<file path="src/rtl/ibc_defs.svh">
`ifndef IBC_DEFS_SVH
`define IBC_DEFS_SVH

// ****************************************************************
// Interrupt levels
// ****************************************************************
`define IBC_LVL_NONE        3'h0
`define IBC_LVL_NMI         3'h7
`define IBC_NUM_LINES       7

// ****************************************************************
// Jumper defaults for the on-board sources
// ****************************************************************
`define IBC_JMP_REFRESH_DEF 3'h7
`define IBC_JMP_UTIMER_DEF  3'h6
`define IBC_JMP_SERIAL_DEF  3'h5

// ****************************************************************
// Address decode, 24-bit byte addresses
// ****************************************************************
`define IBC_OVERLAY_TOP     24'h00_8000
`define IBC_PROM_PAGE_MASK  24'hFF_0000
`define IBC_PROM_PAGE       24'h10_0000
`define IBC_BOOT_LEAVE_ADDR 24'h20_0000

// ****************************************************************
// Synchroniser width for pin inputs
// ****************************************************************
`define IBC_SYNC_WIDTH      19

`endif

</file>
<file path="src/rtl/ibc_pkg.sv">
// ****************************************************************
// Types shared by the interrupt and boot control
// ****************************************************************
package ibc_pkg;
	typedef logic [2:0] ibc_level_t;
	typedef logic [7:1] ibc_lines_t;
	typedef logic [23:0] ibc_addr_t;

	// Address space of a processor cycle, as resolved by the translator
	typedef enum logic [1:0] {
		IBC_SP_LOCAL_MEM,
		IBC_SP_BUS_MEM,
		IBC_SP_BUS_IO,
		IBC_SP_SYSTEM
	} ibc_space_e;

	// Boot state of the board
	typedef enum logic {
		IBC_MODE_BOOT,
		IBC_MODE_RUN
	} ibc_mode_e;
endpackage : ibc_pkg

</file>
<file path="src/rtl/ibc_irq_if.sv">
`timescale 1ns/100ps
// ****************************************************************
// Request lines toward the level encoder and its answer
// ****************************************************************
interface ibc_irq_if;
	import ibc_pkg::*;
	ibc_lines_t req;
	logic       suppress;
	ibc_level_t level;

	modport enc
	(
		input  req,
		input  suppress,
		output level
	);
	modport ctl
	(
		output req,
		output suppress,
		input  level
	);
endinterface : ibc_irq_if

</file>
<file path="src/rtl/ibc_level_enc.sv">
`timescale 1ns/100ps
// ****************************************************************
// Priority encoder: most urgent active line to a level code
// ****************************************************************
module ibc_level_enc
(
	ibc_irq_if.enc irq
);
	import ibc_pkg::*;

	// Scan upward so the highest active line wins
	always_comb
	begin
		irq.level = 3'h0;
		for (int i = 1; i <= 7; i++)
		begin
			if (irq.req[i] && !irq.suppress)
			begin
				irq.level = 3'(i);
			end
		end
	end
endmodule : ibc_level_enc

</file>
<file path="src/rtl/ibc_top.sv">
`timescale 1ns/100ps
// Contract
// - Seven levels, seven most urgent, zero means nothing pending.
// - Level seven is edge triggered; each rise to seven acknowledges anew.
// - Bus lines map straight to levels; line zero is ignored.
// - Lines one to six level sensitive and shareable; seven is the exception.
// - Refresh timer seven, user timer six, serial five; jumpers may reassign.
// - Acknowledge by auto-vector; bus acknowledge and vector transfer unused.
// - Every hardware reset enters boot state.
// - In boot state PROM also appears at address zero over RAM.
// - In boot state RAM and bus reads blocked, writes still complete.
// - Boot state suppresses every interrupt, level seven included.
// - After boot, level seven any time, lower ones when mask allows.
// - One write to the boot leave location ends boot state.
`include "ibc_defs.svh"

module ibc_top
(
	input  wire logic               CORE_CLK,
	input  wire logic               SRST,
	input  wire ibc_pkg::ibc_lines_t BUS_INT_N,
	input  wire logic               REFRESH_IRQ,
	input  wire logic               UTIMER_IRQ,
	input  wire logic               SERIAL_IRQ,
	input  wire ibc_pkg::ibc_level_t JMP_REFRESH,
	input  wire ibc_pkg::ibc_level_t JMP_UTIMER,
	input  wire ibc_pkg::ibc_level_t JMP_SERIAL,
	input  wire logic               CPU_AS,
	input  wire logic               CPU_RW,
	input  wire logic               CPU_IACK,
	input  wire ibc_pkg::ibc_space_e CPU_SPACE,
	input  wire ibc_pkg::ibc_addr_t  CPU_ADDR,
	output ibc_pkg::ibc_level_t     CPU_IPL,
	output logic                    CPU_AVEC,
	output logic                    PROM_SEL,
	output logic                    RAM_SEL,
	output logic                    BUS_SEL,
	output logic                    READ_BLOCKED,
	output logic                    BUS_INTA_N,
	output logic                    BOOT_STATE
);
	import ibc_pkg::*;

	// ****************************************************************
	// Pin synchronisers
	// ****************************************************************
	logic [`IBC_SYNC_WIDTH-1:0] sync_in;
	logic [`IBC_SYNC_WIDTH-1:0] sync_meta;
	logic [`IBC_SYNC_WIDTH-1:0] sync_out;

	// Gather every asynchronous pin into one vector
	assign sync_in = {~BUS_INT_N, REFRESH_IRQ, UTIMER_IRQ, SERIAL_IRQ,
		JMP_REFRESH, JMP_UTIMER, JMP_SERIAL};

	// Two flops per pin before any logic looks at it
	genvar g;
	generate
		for (g = 0; g < `IBC_SYNC_WIDTH; g++)
		begin : g_sync
			always_ff @(posedge CORE_CLK)
			begin
				if (SRST)
				begin
					sync_meta[g] <= 1'b0;
					sync_out[g]  <= 1'b0;
				end
				else
				begin
					sync_meta[g] <= sync_in[g];
					sync_out[g]  <= sync_meta[g];
				end
			end
		end
	endgenerate

	ibc_lines_t bus_lines;
	logic       refresh_req;
	logic       utimer_req;
	logic       serial_req;
	ibc_level_t sel_refresh;
	ibc_level_t sel_utimer;
	ibc_level_t sel_serial;

	// Unpack the synchronised vector
	assign bus_lines   = sync_out[18:12];
	assign refresh_req = sync_out[11];
	assign utimer_req  = sync_out[10];
	assign serial_req  = sync_out[9];
	assign sel_refresh = sync_out[8:6];
	assign sel_utimer  = sync_out[5:3];
	assign sel_serial  = sync_out[2:0];

	// ****************************************************************
	// Boot state
	// ****************************************************************
	ibc_mode_e mode;
	logic      cyc_write;
	logic      leave_hit;

	assign cyc_write = CPU_AS && !CPU_RW && !CPU_IACK;
	assign leave_hit = cyc_write && (CPU_SPACE == IBC_SP_SYSTEM)
		&& (CPU_ADDR == `IBC_BOOT_LEAVE_ADDR);

	// Reset enters boot; one leave write exits until the next reset
	always_ff @(posedge CORE_CLK)
	begin
		if (SRST)
		begin
			mode <= IBC_MODE_BOOT;
		end
		else
		begin
			case (mode)
				IBC_MODE_BOOT:
				begin
					if (leave_hit)
					begin
						mode <= IBC_MODE_RUN;
					end
				end
				IBC_MODE_RUN:
				begin
					mode <= IBC_MODE_RUN;
				end
				default:
				begin
					mode <= IBC_MODE_BOOT;
				end
			endcase
		end
	end

	logic booting;
	assign booting    = (mode == IBC_MODE_BOOT);
	assign BOOT_STATE = booting;

	// ****************************************************************
	// Request merge and level presentation
	// ****************************************************************
	ibc_irq_if irq ();
	ibc_lines_t onboard;

	// Route each on-board source to the line its jumper picks; zero is open
	always_comb
	begin
		onboard = 7'h00;
		for (int i = 1; i <= 7; i++)
		begin
			onboard[i] = (refresh_req && (sel_refresh == 3'(i)))
				|| (utimer_req && (sel_utimer == 3'(i)))
				|| (serial_req && (sel_serial == 3'(i)));
		end
	end

	// Shared lines are wired-or levels; bus line n feeds level n
	assign irq.req      = bus_lines | onboard;
	assign irq.suppress = booting;

	ibc_level_enc u_enc
	(
		.irq (irq)
	);

	// Present the encoded level from a flop; edge on seven is left to the core
	always_ff @(posedge CORE_CLK)
	begin
		if (SRST)
		begin
			CPU_IPL <= `IBC_LVL_NONE;
		end
		else
		begin
			CPU_IPL <= irq.level;
		end
	end

	// ****************************************************************
	// Acknowledge
	// ****************************************************************
	// Every acknowledge cycle is auto-vectored; bus acknowledge stays idle
	assign CPU_AVEC   = CPU_AS && CPU_IACK;
	assign BUS_INTA_N = 1'b1;

	// ****************************************************************
	// Memory decode with boot overlay
	// ****************************************************************
	logic cyc;
	logic cyc_read;
	logic low_hit;
	logic prom_home;

	assign cyc       = CPU_AS && !CPU_IACK;
	assign cyc_read  = cyc && CPU_RW;
	assign low_hit   = (CPU_SPACE == IBC_SP_LOCAL_MEM) && (CPU_ADDR < `IBC_OVERLAY_TOP);
	assign prom_home = (CPU_SPACE == IBC_SP_SYSTEM)
		&& ((CPU_ADDR & `IBC_PROM_PAGE_MASK) == `IBC_PROM_PAGE);

	// Chip selects; boot reads at zero go to PROM, other RAM and bus reads blocked
	always_comb
	begin
		PROM_SEL     = cyc_read && (prom_home || (booting && low_hit));
		RAM_SEL      = cyc && (CPU_SPACE == IBC_SP_LOCAL_MEM)
			&& !(booting && CPU_RW);
		BUS_SEL      = cyc && ((CPU_SPACE == IBC_SP_BUS_MEM) || (CPU_SPACE == IBC_SP_BUS_IO))
			&& !(booting && CPU_RW);
		READ_BLOCKED = cyc_read && booting && !low_hit
			&& (CPU_SPACE != IBC_SP_SYSTEM);
	end

	// ****************************************************************
	// Checks
	// ****************************************************************
	AST_BOOT_AFTER_RESET: assert property (@(posedge CORE_CLK)
		SRST |=> BOOT_STATE)
		else $error("boot state not entered after reset");

	AST_BOOT_STICKY: assert property (@(posedge CORE_CLK) disable iff (SRST)
		!BOOT_STATE |=> !BOOT_STATE)
		else $error("boot state came back without reset");

	AST_BOOT_LEAVE: assert property (@(posedge CORE_CLK) disable iff (SRST)
		BOOT_STATE && leave_hit |=> !BOOT_STATE)
		else $error("leave write did not end boot state");

	AST_BOOT_HOLD: assert property (@(posedge CORE_CLK) disable iff (SRST)
		BOOT_STATE && !leave_hit |=> BOOT_STATE)
		else $error("boot state ended without leave write");

	AST_SUPPRESS: assert property (@(posedge CORE_CLK) disable iff (SRST)
		BOOT_STATE |=> (CPU_IPL == 3'h0))
		else $error("interrupt presented during boot state");

	AST_NMI_DELIVER: assert property (@(posedge CORE_CLK) disable iff (SRST)
		!BOOT_STATE && bus_lines[7] |=> (CPU_IPL == 3'h7))
		else $error("level seven not presented after boot");

	AST_LINE_SIX: assert property (@(posedge CORE_CLK) disable iff (SRST)
		!BOOT_STATE && bus_lines[6] && !irq.req[7] |=> (CPU_IPL == 3'h6))
		else $error("bus line six not presented as level six");

	AST_IDLE_ZERO: assert property (@(posedge CORE_CLK) disable iff (SRST)
		(irq.req == 7'h00) |=> (CPU_IPL == 3'h0))
		else $error("level presented with no request");

	AST_PIN_LATENCY: assert property (@(posedge CORE_CLK) disable iff (SRST)
		!BOOT_STATE && !BUS_INT_N[7] [*3] ##0 !BOOT_STATE |=> (CPU_IPL == 3'h7))
		else $error("level seven pin not seen within three edges");

	AST_OVERLAY: assert property (@(posedge CORE_CLK) disable iff (SRST)
		BOOT_STATE && cyc_read && low_hit |-> PROM_SEL && !RAM_SEL)
		else $error("boot read at zero not served by PROM");

	AST_READ_BLOCK: assert property (@(posedge CORE_CLK) disable iff (SRST)
		BOOT_STATE && cyc_read |-> !RAM_SEL && !BUS_SEL)
		else $error("read reached RAM or bus in boot state");

	AST_WRITE_PASS: assert property (@(posedge CORE_CLK) disable iff (SRST)
		cyc_write && (CPU_SPACE == IBC_SP_LOCAL_MEM) |-> RAM_SEL)
		else $error("RAM write refused");

	AST_AUTOVEC: assert property (@(posedge CORE_CLK) disable iff (SRST)
		CPU_AS && CPU_IACK |-> CPU_AVEC && BUS_INTA_N && !PROM_SEL && !RAM_SEL)
		else $error("acknowledge not auto-vectored");
endmodule : ibc_top

</file>
<file path="config.mk">
export PLATFORM = sky130hd
export DESIGN_NAME = ibc_top
export DESIGN_NICKNAME = d
export VERILOG_FILES = /design/src/rtl/ibc_pkg.sv /design/src/rtl/ibc_irq_if.sv /design/src/rtl/ibc_level_enc.sv /design/src/rtl/ibc_top.sv
export VERILOG_INCLUDE_DIRS = /design/src /design/src/rtl
export SDC_FILE = /design/constraint.sdc
export NUM_CORES = 1
export LEC_CHECK = 0
export BUFFER_PORTS_ARGS = -buffer_cell sky130_fd_sc_hd__buf_2
export CAP_MARGIN = 5
export CORE_UTILIZATION = 35
export DETAILED_ROUTE_END_ITERATION = 16
export GPL_ROUTABILITY_DRIVEN = 0
export HOLD_SLACK_MARGIN = 0.05
export PLACE_DENSITY = 0.63
export REMOVE_ABC_BUFFERS = 1
export SYNTH_ARGS = -nofsm -noshare
export SYNTH_HDL_FRONTEND = slang
export SYNTH_SLANG_ARGS = --single-unit
</file>
<file path="constraint.sdc">
create_clock -name CORE_CLK -period 2.2 [get_ports CORE_CLK]
set_clock_uncertainty 0.1 [all_clocks]
set_input_delay 0.22 -clock CORE_CLK [delete_from_list [all_inputs] [get_ports CORE_CLK]]
set_output_delay 0.22 -clock CORE_CLK [all_outputs]
set_load 0.03 [all_outputs]
</file>
==> impl_metrics.env, run 1 <==
export IMPL_utilization_pct=50.57
export IMPL_place_port_buffers=58
export IMPL_setup_reg_to_reg_worst_slack_ns=0.29
export IMPL_post_synth_top_area_fraction_pct=53.08
export IMPL_placedInstanceArea_sq_um=1917
export IMPL_power_per_cell_area_nw_per_um2=653.0
export IMPL_crit_reg2reg_launch="sel_utimer[1]$_SDFF_PP0_"
export IMPL_antenna_diode_count=0
export IMPL_die_area_sq_um=4799
export IMPL_timing_critical_path_required_ns=2.31
export IMPL_power_share_combinational_pct=9.4
export IMPL_clockPowerShare_pct=34.3
export IMPL_worst_slew_margin_rel_pct=54.79
export IMPL_final_max_slew_violation_count=0
export IMPL_post_synth_cell_area_avg_sq_um=10.15
export IMPL_synth_cells=156
export IMPL_p_sw_share_pct=21.56
export IMPL_power_w=0.001438
export IMPL_post_cts_setup_buffers=0
export IMPL_synth_top_family_by_area="simple AND/OR/NAND/NOR gates"
export IMPL_final_setup_tns_ns=0
export IMPL_final_hold_violation_count=0
export IMPL_first_global_vias=1268
export IMPL_area_growth_synth_to_final_pct=39.02
export IMPL_routed_via_density=4.771
export IMPL_tritoncts_num_buffers=5
export IMPL_period_needed_ns=1.912
export IMPL_crit_path_end_kind="flip-flop"
export IMPL_path_class="flip-flop to flip-flop"
export IMPL_reg2reg_to="CPU_IPL[0]$_SDFF_PP0_"
export IMPL_synth_adder_area_share_pct=1.580
export IMPL_rsz0062_at_grt="false"
export IMPL_placement_rows=24
export IMPL_synth_area_top_cells="sky130_fd_sc_hd__dfxtp_1, sky130_fd_sc_hd__nor2b_1, sky130_fd_sc_hd__nor4bb_1"
export IMPL_routed_via_count=1374
export IMPL_place_hpwl_um=2103
export IMPL_final_area_sq_um=2202
export IMPL_grt_start_max_net_pins=43
export IMPL_design_portCount=60
export IMPL_yosys_register_bits=42
export IMPL_die_h_um=69.28
export IMPL_max_slew_worst_pin_slew_ns=0.6781
export IMPL_initial_utilization_pct=36.38
export IMPL_p_leak_nw=0.9497
export IMPL_worst_path_largest_cell_delay_ns=0.51
export IMPL_peakVddDrop_v=0.0004629
export IMPL_netlist_top_cell_by_area="sky130_fd_sc_hd__dfxtp_1"
export IMPL_status="finished clean"
export IMPL_critical_path_cell_chain="and4bb_1 > or4_4 > or2_0 > a211o_1 > a21oi_1"
export IMPL_dp_cells=261
export IMPL_grt_util_all_layers_pct=13.41
export IMPL_htreeDepth=2
export IMPL_critPathSlowestCell="sky130_fd_sc_hd__or4_4"
export IMPL_grt_pass1_wl_um=5078
export IMPL_drv_cap=0
export IMPL_antenna_violating_nets_post_route=0
export IMPL_hold_path_class="primary input to flip-flop"
export IMPL_cts_tree="yes"
export IMPL_die_x_um=69.28
export IMPL_finalNetCount=287
export IMPL_synth_compound_gate_area_share_pct=6.398
export IMPL_ctsRootBufferMaster="sky130_fd_sc_hd__clkbuf_8"
export IMPL_worst_hold_start="CPU_ADDR[1]"
export IMPL_yosys_cell_types_count=32
export IMPL_worstSetupStartpointType="flip-flop"
export IMPL_routed_wire_length_per_instance_um=10.49
export IMPL_worstPathArrival_ns=2.02
export IMPL_clk_pin_slew_ns=0.08
export IMPL_design_core_area_sq_um=4354
export IMPL_timing_reg2reg_worst_path_depth=5
export IMPL_instances_no_fill=288
export IMPL_intPower_w=0.001128
export IMPL_synth_seq_area_share_pct=53.08
export IMPL_mappedNetlistArea_sq_um=1584
export IMPL_sequential_power_share_pct=56.3
export IMPL_max_freq_ghz=0.5229
export IMPL_cts_max_path_buffers=2
export IMPL_overflow=0
export IMPL_cts_resized=0
export IMPL_setup_worst_path_start="sel_utimer[1]$_SDFF_PP0_"
export IMPL_wirelength_routed_um=3022
export IMPL_clock_latency_ns=0.29
export IMPL_detail_route_first_pass_iterations=4
export IMPL_timing_final_setup_violations=0
export IMPL_drive_above_1_share_pct=29.66
export IMPL_drcViolationCount=0
export IMPL_post_synth_xor_area_fraction_pct=0
export IMPL_p_switching_w=0.0003100
export IMPL_endpoint="CPU_IPL[0]$_SDFF_PP0_"
export IMPL_cts_num_sinks=42
export IMPL_synthSimpleGateAreaFrac_pct=36.33
export IMPL_antenna_found_initial=0
export IMPL_yosys_warnings=0
export IMPL_timing_final_crit_share_pct=86.93
export IMPL_drt_iter0_markers=21
export IMPL_critical_path_max_fanout=7
export IMPL_post_synthesis_mux_area_share_pct=0
==> synth_stat cells (all sizes together) <==
library cell and n:
a211o 1, a21boi 1, a21oi 7, a2bb2oi 1
a31oi 1, a41oi 2, and2 1, and3 2
and4b 6, and4bb 2, buf 1, clkbuf 4
conb 1, dfxtp 42, ha 2, inv 4
nand2 6, nand3 2, nand4 3, nand4b 2
nor2 10, nor2b 32, nor3 2, nor4 7
nor4b 4, nor4bb 5, o41ai 2, or2 1
or3 1, or4 1
==> per-layer routing <==
metal | GRT usage (%) | part of all wire [%] | vias up
li1 | - | - | 712
met1 | 13.94 | 42 | 599
met2 | 23.84 | 49 | 59
met3 | 5.378 | 8.3 | 4
met4 | 5.442 | 1.1 | 0
met5 | 0 | 0 | -
==> sequential cells by signal, summed over array words and instances, names as in the netlist <==
signal       cells
refresh_req      1
sel_utimer       3
bus_lines        7
sel_refresh      3
sel_serial       3
serial_req       1
utimer_req       1
mode             1
sync_meta       19
CPU_IPL          3
==> cell type report <==
class,count,area (sq um)
Sequential cell,42,840.8
Multi-Input combinational cell,105,705.7
Clock inverter,2,12.51
Timing Repair Buffer,77,480.5
Inverter,4,15.01
Fill cell,391,2152
Tap cell,52,65.06
Clock buffer,6,82.58
==> worst max-delay path: cells and delay by family (launching register included) <==
family | cells | cell delay (ns)
simple gates | 3 | 0.94
flops | 1 | 0.41
compound gates | 2 | 0.40
==> worst min-delay path by stage <==
stage / slack, ns / to / cells past startpoint
CTS: 0.20 / mode$_SDFF_PP0_ / 5
detailed placement: 0.28 / sync_meta[15]$_SDFF_PP0_ / 2
floorplan: 0.19 / sync_meta[12]$_SDFF_PP0_ / 1
global route: 0.23 / mode$_SDFF_PP0_ / 5
finish: 0.21 / mode$_SDFF_PP0_ / 5
global placement: 0.28 / sync_meta[15]$_SDFF_PP0_ / 2
==> power by group through the flow <==
| stage | clock, W | combinational (W) | sequential, W |
|---|---|---|---|
| floorplan | 0 | 0.0000495 | 0.000822 |
| global placement | 0 | 0.000110 | 0.000826 |
| detailed placement | 0 | 0.000111 | 0.000827 |
| CTS | 0.000515 | 0.000136 | 0.000809 |
| global route | 0.000546 | 0.000151 | 0.000814 |
| finish | 0.000493 | 0.000136 | 0.000809 |
==> kinds of logic (layout without fill, tap and decap cells) <==
group,count (synthesis),after routing
compound gates,15,15
other cells,1,1
buf+inv,9,89
simple gates,87,87
flops,42,42
fa+ha+maj,2,2
==> through the flow <==
stage,setup WS (ns),hold slack [ns]
after global placement,0.3734,0.2762
after global routing,0.1727,0.2324
after CTS,0.2880,0.2023
after floorplan,0.2025,0.1867
final,0.2876,0.2091
after detailed placement,0.3162,0.2783
==> layout by cell type, fill, tap and decap left out, types with 3 or more instances in the layout <==
| cell | count |
|---|---|
| sky130_fd_sc_hd__nor2b_1 | 32 |
| sky130_fd_sc_hd__clkbuf_8 | 6 |
| sky130_fd_sc_hd__nand2_1 | 6 |
| sky130_fd_sc_hd__nor2_1 | 10 |
| sky130_fd_sc_hd__a21oi_1 | 7 |
| sky130_fd_sc_hd__nand4_1 | 3 |
| sky130_fd_sc_hd__dlygate4sd3_1 | 19 |
| sky130_fd_sc_hd__inv_1 | 4 |
| sky130_fd_sc_hd__buf_2 | 58 |
| sky130_fd_sc_hd__nor4bb_1 | 5 |
| sky130_fd_sc_hd__nor4_1 | 7 |
| sky130_fd_sc_hd__dfxtp_1 | 42 |
| sky130_fd_sc_hd__nor4b_1 | 4 |
| sky130_fd_sc_hd__and4b_1 | 4 |
==> repair_timing <==
action                                  in CTS  in global routing
hold buffers                                19                  0
endpoints found under the setup margin       0                  0
hold endpoints to repair                    19                  0
No activity file was read; power rests on OpenSTA's default activity.
==> run 2: changes to the inputs <==
--- a/config.mk
+++ b/config.mk
@@ -14,6 +14,7 @@
 export HOLD_SLACK_MARGIN = 0.05
 export PLACE_DENSITY = 0.63
 export REMOVE_ABC_BUFFERS = 1
+export SETUP_SLACK_MARGIN = 0.3
 export SYNTH_ARGS = -nofsm -noshare
 export SYNTH_HDL_FRONTEND = slang
 export SYNTH_SLANG_ARGS = --single-unit
==> run 2 against run 1 <==
Via count about the same. Power up 0.27%. Worst hold slack lost 0.013 ns. Combinational power about the same. Sequential power about the same. Die area stayed put. Clock power barely moved. Final cell count up 0.35%.
==> impl_metrics.env, run 2 (synthesized netlist as in run 1, its figures left out) <==
export IMPL_status="finished clean"
export IMPL_top_sig_layer="met4"
export IMPL_finalNetCount=288
export IMPL_max_slew_worst_pin_slew_ns=0.7066
export IMPL_cts_num_sinks=42
export IMPL_layout_cells_most_common_list="sky130_fd_sc_hd__buf_2, sky130_fd_sc_hd__dfxtp_1, sky130_fd_sc_hd__nor2b_1"
export IMPL_grt_start_max_net_pins=43
export IMPL_power_per_cell_area_nw_per_um2=643.8
export IMPL_placement_rows=24
export IMPL_rsz0062_at_grt="false"
export IMPL_place_hpwl_um=2103
export IMPL_critical_path_max_fanout=5
export IMPL_max_freq_ghz=0.5476
export IMPL_ctsRootBufferMaster="sky130_fd_sc_hd__clkbuf_8"
export IMPL_met2_length_um=1511
export IMPL_design_core_area_sq_um=4354
export IMPL_clock_latency_ns=0.29
export IMPL_routed_via_count=1375
export IMPL_worstPathArrival_ns=1.94
export IMPL_antenna_diode_count=0
export IMPL_largest_register_ffs=19
export IMPL_die_area_sq_um=4799
export IMPL_timing_critical_path_required_ns=2.31
export IMPL_routed_via_density=4.758
export IMPL_antenna_violating_nets_post_route=0
export IMPL_first_global_vias=1267
export IMPL_wirelength_routed_um=3132
export IMPL_hold_path_class="primary input to flip-flop"
export IMPL_htreeDepth=2
export IMPL_worstSetupStartpointType="flip-flop"
export IMPL_timing_final_crit_share_pct=83.00
export IMPL_drcViolationCount=0
export IMPL_cts_tree="yes"
export IMPL_peakVddDrop_v=0.0004624
export IMPL_final_setup_tns_ns=0
export IMPL_mostFrequentLayoutCell="sky130_fd_sc_hd__buf_2"
export IMPL_whs_ns=0.1965
export IMPL_utilization_pct=51.44
export IMPL_p_leak_nw=0.9610
export IMPL_area_growth_synth_to_final_pct=41.39
export IMPL_initial_utilization_pct=36.38
export IMPL_grt_pass1_wl_um=5064
export IMPL_crit_path_end_kind="flip-flop"
export IMPL_wl_met1_um=1316
export IMPL_drt_iter0_markers=20
export IMPL_period_needed_ns=1.826
export IMPL_routed_wire_length_per_instance_um=10.84
export IMPL_timing_final_setup_violations=0
export IMPL_detail_route_first_pass_iterations=4
export IMPL_antenna_found_initial=0
export IMPL_path_class="flip-flop to flip-flop"
export IMPL_clk_pin_slew_ns=0.08
export IMPL_grt_util_all_layers_pct=13.38
export IMPL_worst_slew_margin_rel_pct=52.89
export IMPL_die_x_um=69.28
export IMPL_drv_cap=0
export IMPL_design_portCount=60
export IMPL_place_port_buffers=58
export IMPL_met3RoutedLength_um=249
export IMPL_final_max_slew_violation_count=0
export IMPL_die_h_um=69.28
export IMPL_tritoncts_num_buffers=5
export IMPL_drive_above_1_share_pct=33.33
export IMPL_cts_max_path_buffers=2
export IMPL_final_hold_violation_count=0
export IMPL_registers_top_by_ff_count="sync_meta"
export IMPL_overflow=0
==> run 2: cell count changes in the layout (fill, tap and decap cells not counted), moves of 2 or more <==
| cell | before | now |
|---|---|---|
| sky130_fd_sc_hd__buf_4 | 0 | 2 |
| sky130_fd_sc_hd__dfxtp_2 | 0 | 3 |
| sky130_fd_sc_hd__dfxtp_1 | 42 | 37 |
| sky130_fd_sc_hd__dfxtp_4 | 0 | 2 |
==> run 2: layer usage <==
layer | track usage [%] | vias to the layer above
met1 | 13.85 | 587
met4 | 5.442 | 0
met3 | 5.378 | 6
met2 | 23.84 | 65
met5 | 0 | -
li1 | - | 717
==> run 2: repair_timing <==
action | CTS | global route
hold endpoints to repair | 19 | 0
hold buffers | 19 | 0
endpoints found under the setup margin | 2 | 2
setup buffers | 0 | 1
resized for setup | 3 | 8
pin swaps | 0 | 2
==> run 2: metrics by stage <==
step                      instances   power, W  instance area (sq um)  worst slack [ns]
final                           289   0.001442                   2240            0.3740
after global routing            289   0.001514                   2240            0.3022
after CTS                       288   0.001461                   2207            0.3057
after detailed placement        261  0.0009376                   1917            0.3162
after global placement          261  0.0009357                   1917            0.3734
after floorplan                 151  0.0008715                   1562            0.2025
==> run 2: critical path, cell delays in order (launching register included) <==
cell                       delay, ns
sky130_fd_sc_hd__dfxtp_4        0.36
sky130_fd_sc_hd__and4bb_1       0.21
sky130_fd_sc_hd__or4_4          0.51
sky130_fd_sc_hd__or2_0          0.23
sky130_fd_sc_hd__a211o_1        0.24
sky130_fd_sc_hd__a21oi_2        0.11
==> run 2: final cells by class <==
class,instances,area (sq um)
fill,387,2115
multi-input combinational,105,721.9
clock buffer,6,82.58
sequential,42,852.1
timing repair buffer,78,490.5
tap,52,65.06
clock inverter,2,12.51
inverter,4,15.01
==> run 2: power by group <==
part           internal (W)  switching [W]  total (W)  leakage, nW
sequential         0.000791      0.0000172   0.000808        0.349
combinational     0.0000856      0.0000535   0.000139        0.564
clock              0.000252       0.000243   0.000494       0.0472
total               0.00113       0.000313    0.00144        0.961
==> run 2: final timing paths <==
kind                                 start                         to  slack, ns  cells past startpoint
setup / recovery  sel_utimer[0]$_SDFF_PP0_      CPU_IPL[0]$_SDFF_PP0_       0.37                      5
hold / removal                 CPU_ADDR[1]            mode$_SDFF_PP0_       0.20                      5
setup reg to reg  sel_utimer[0]$_SDFF_PP0_      CPU_IPL[0]$_SDFF_PP0_       0.37                      5
hold reg to reg    sync_meta[6]$_SDFF_PP0_  sel_refresh[0]$_SDFF_PP0_       0.33                      1
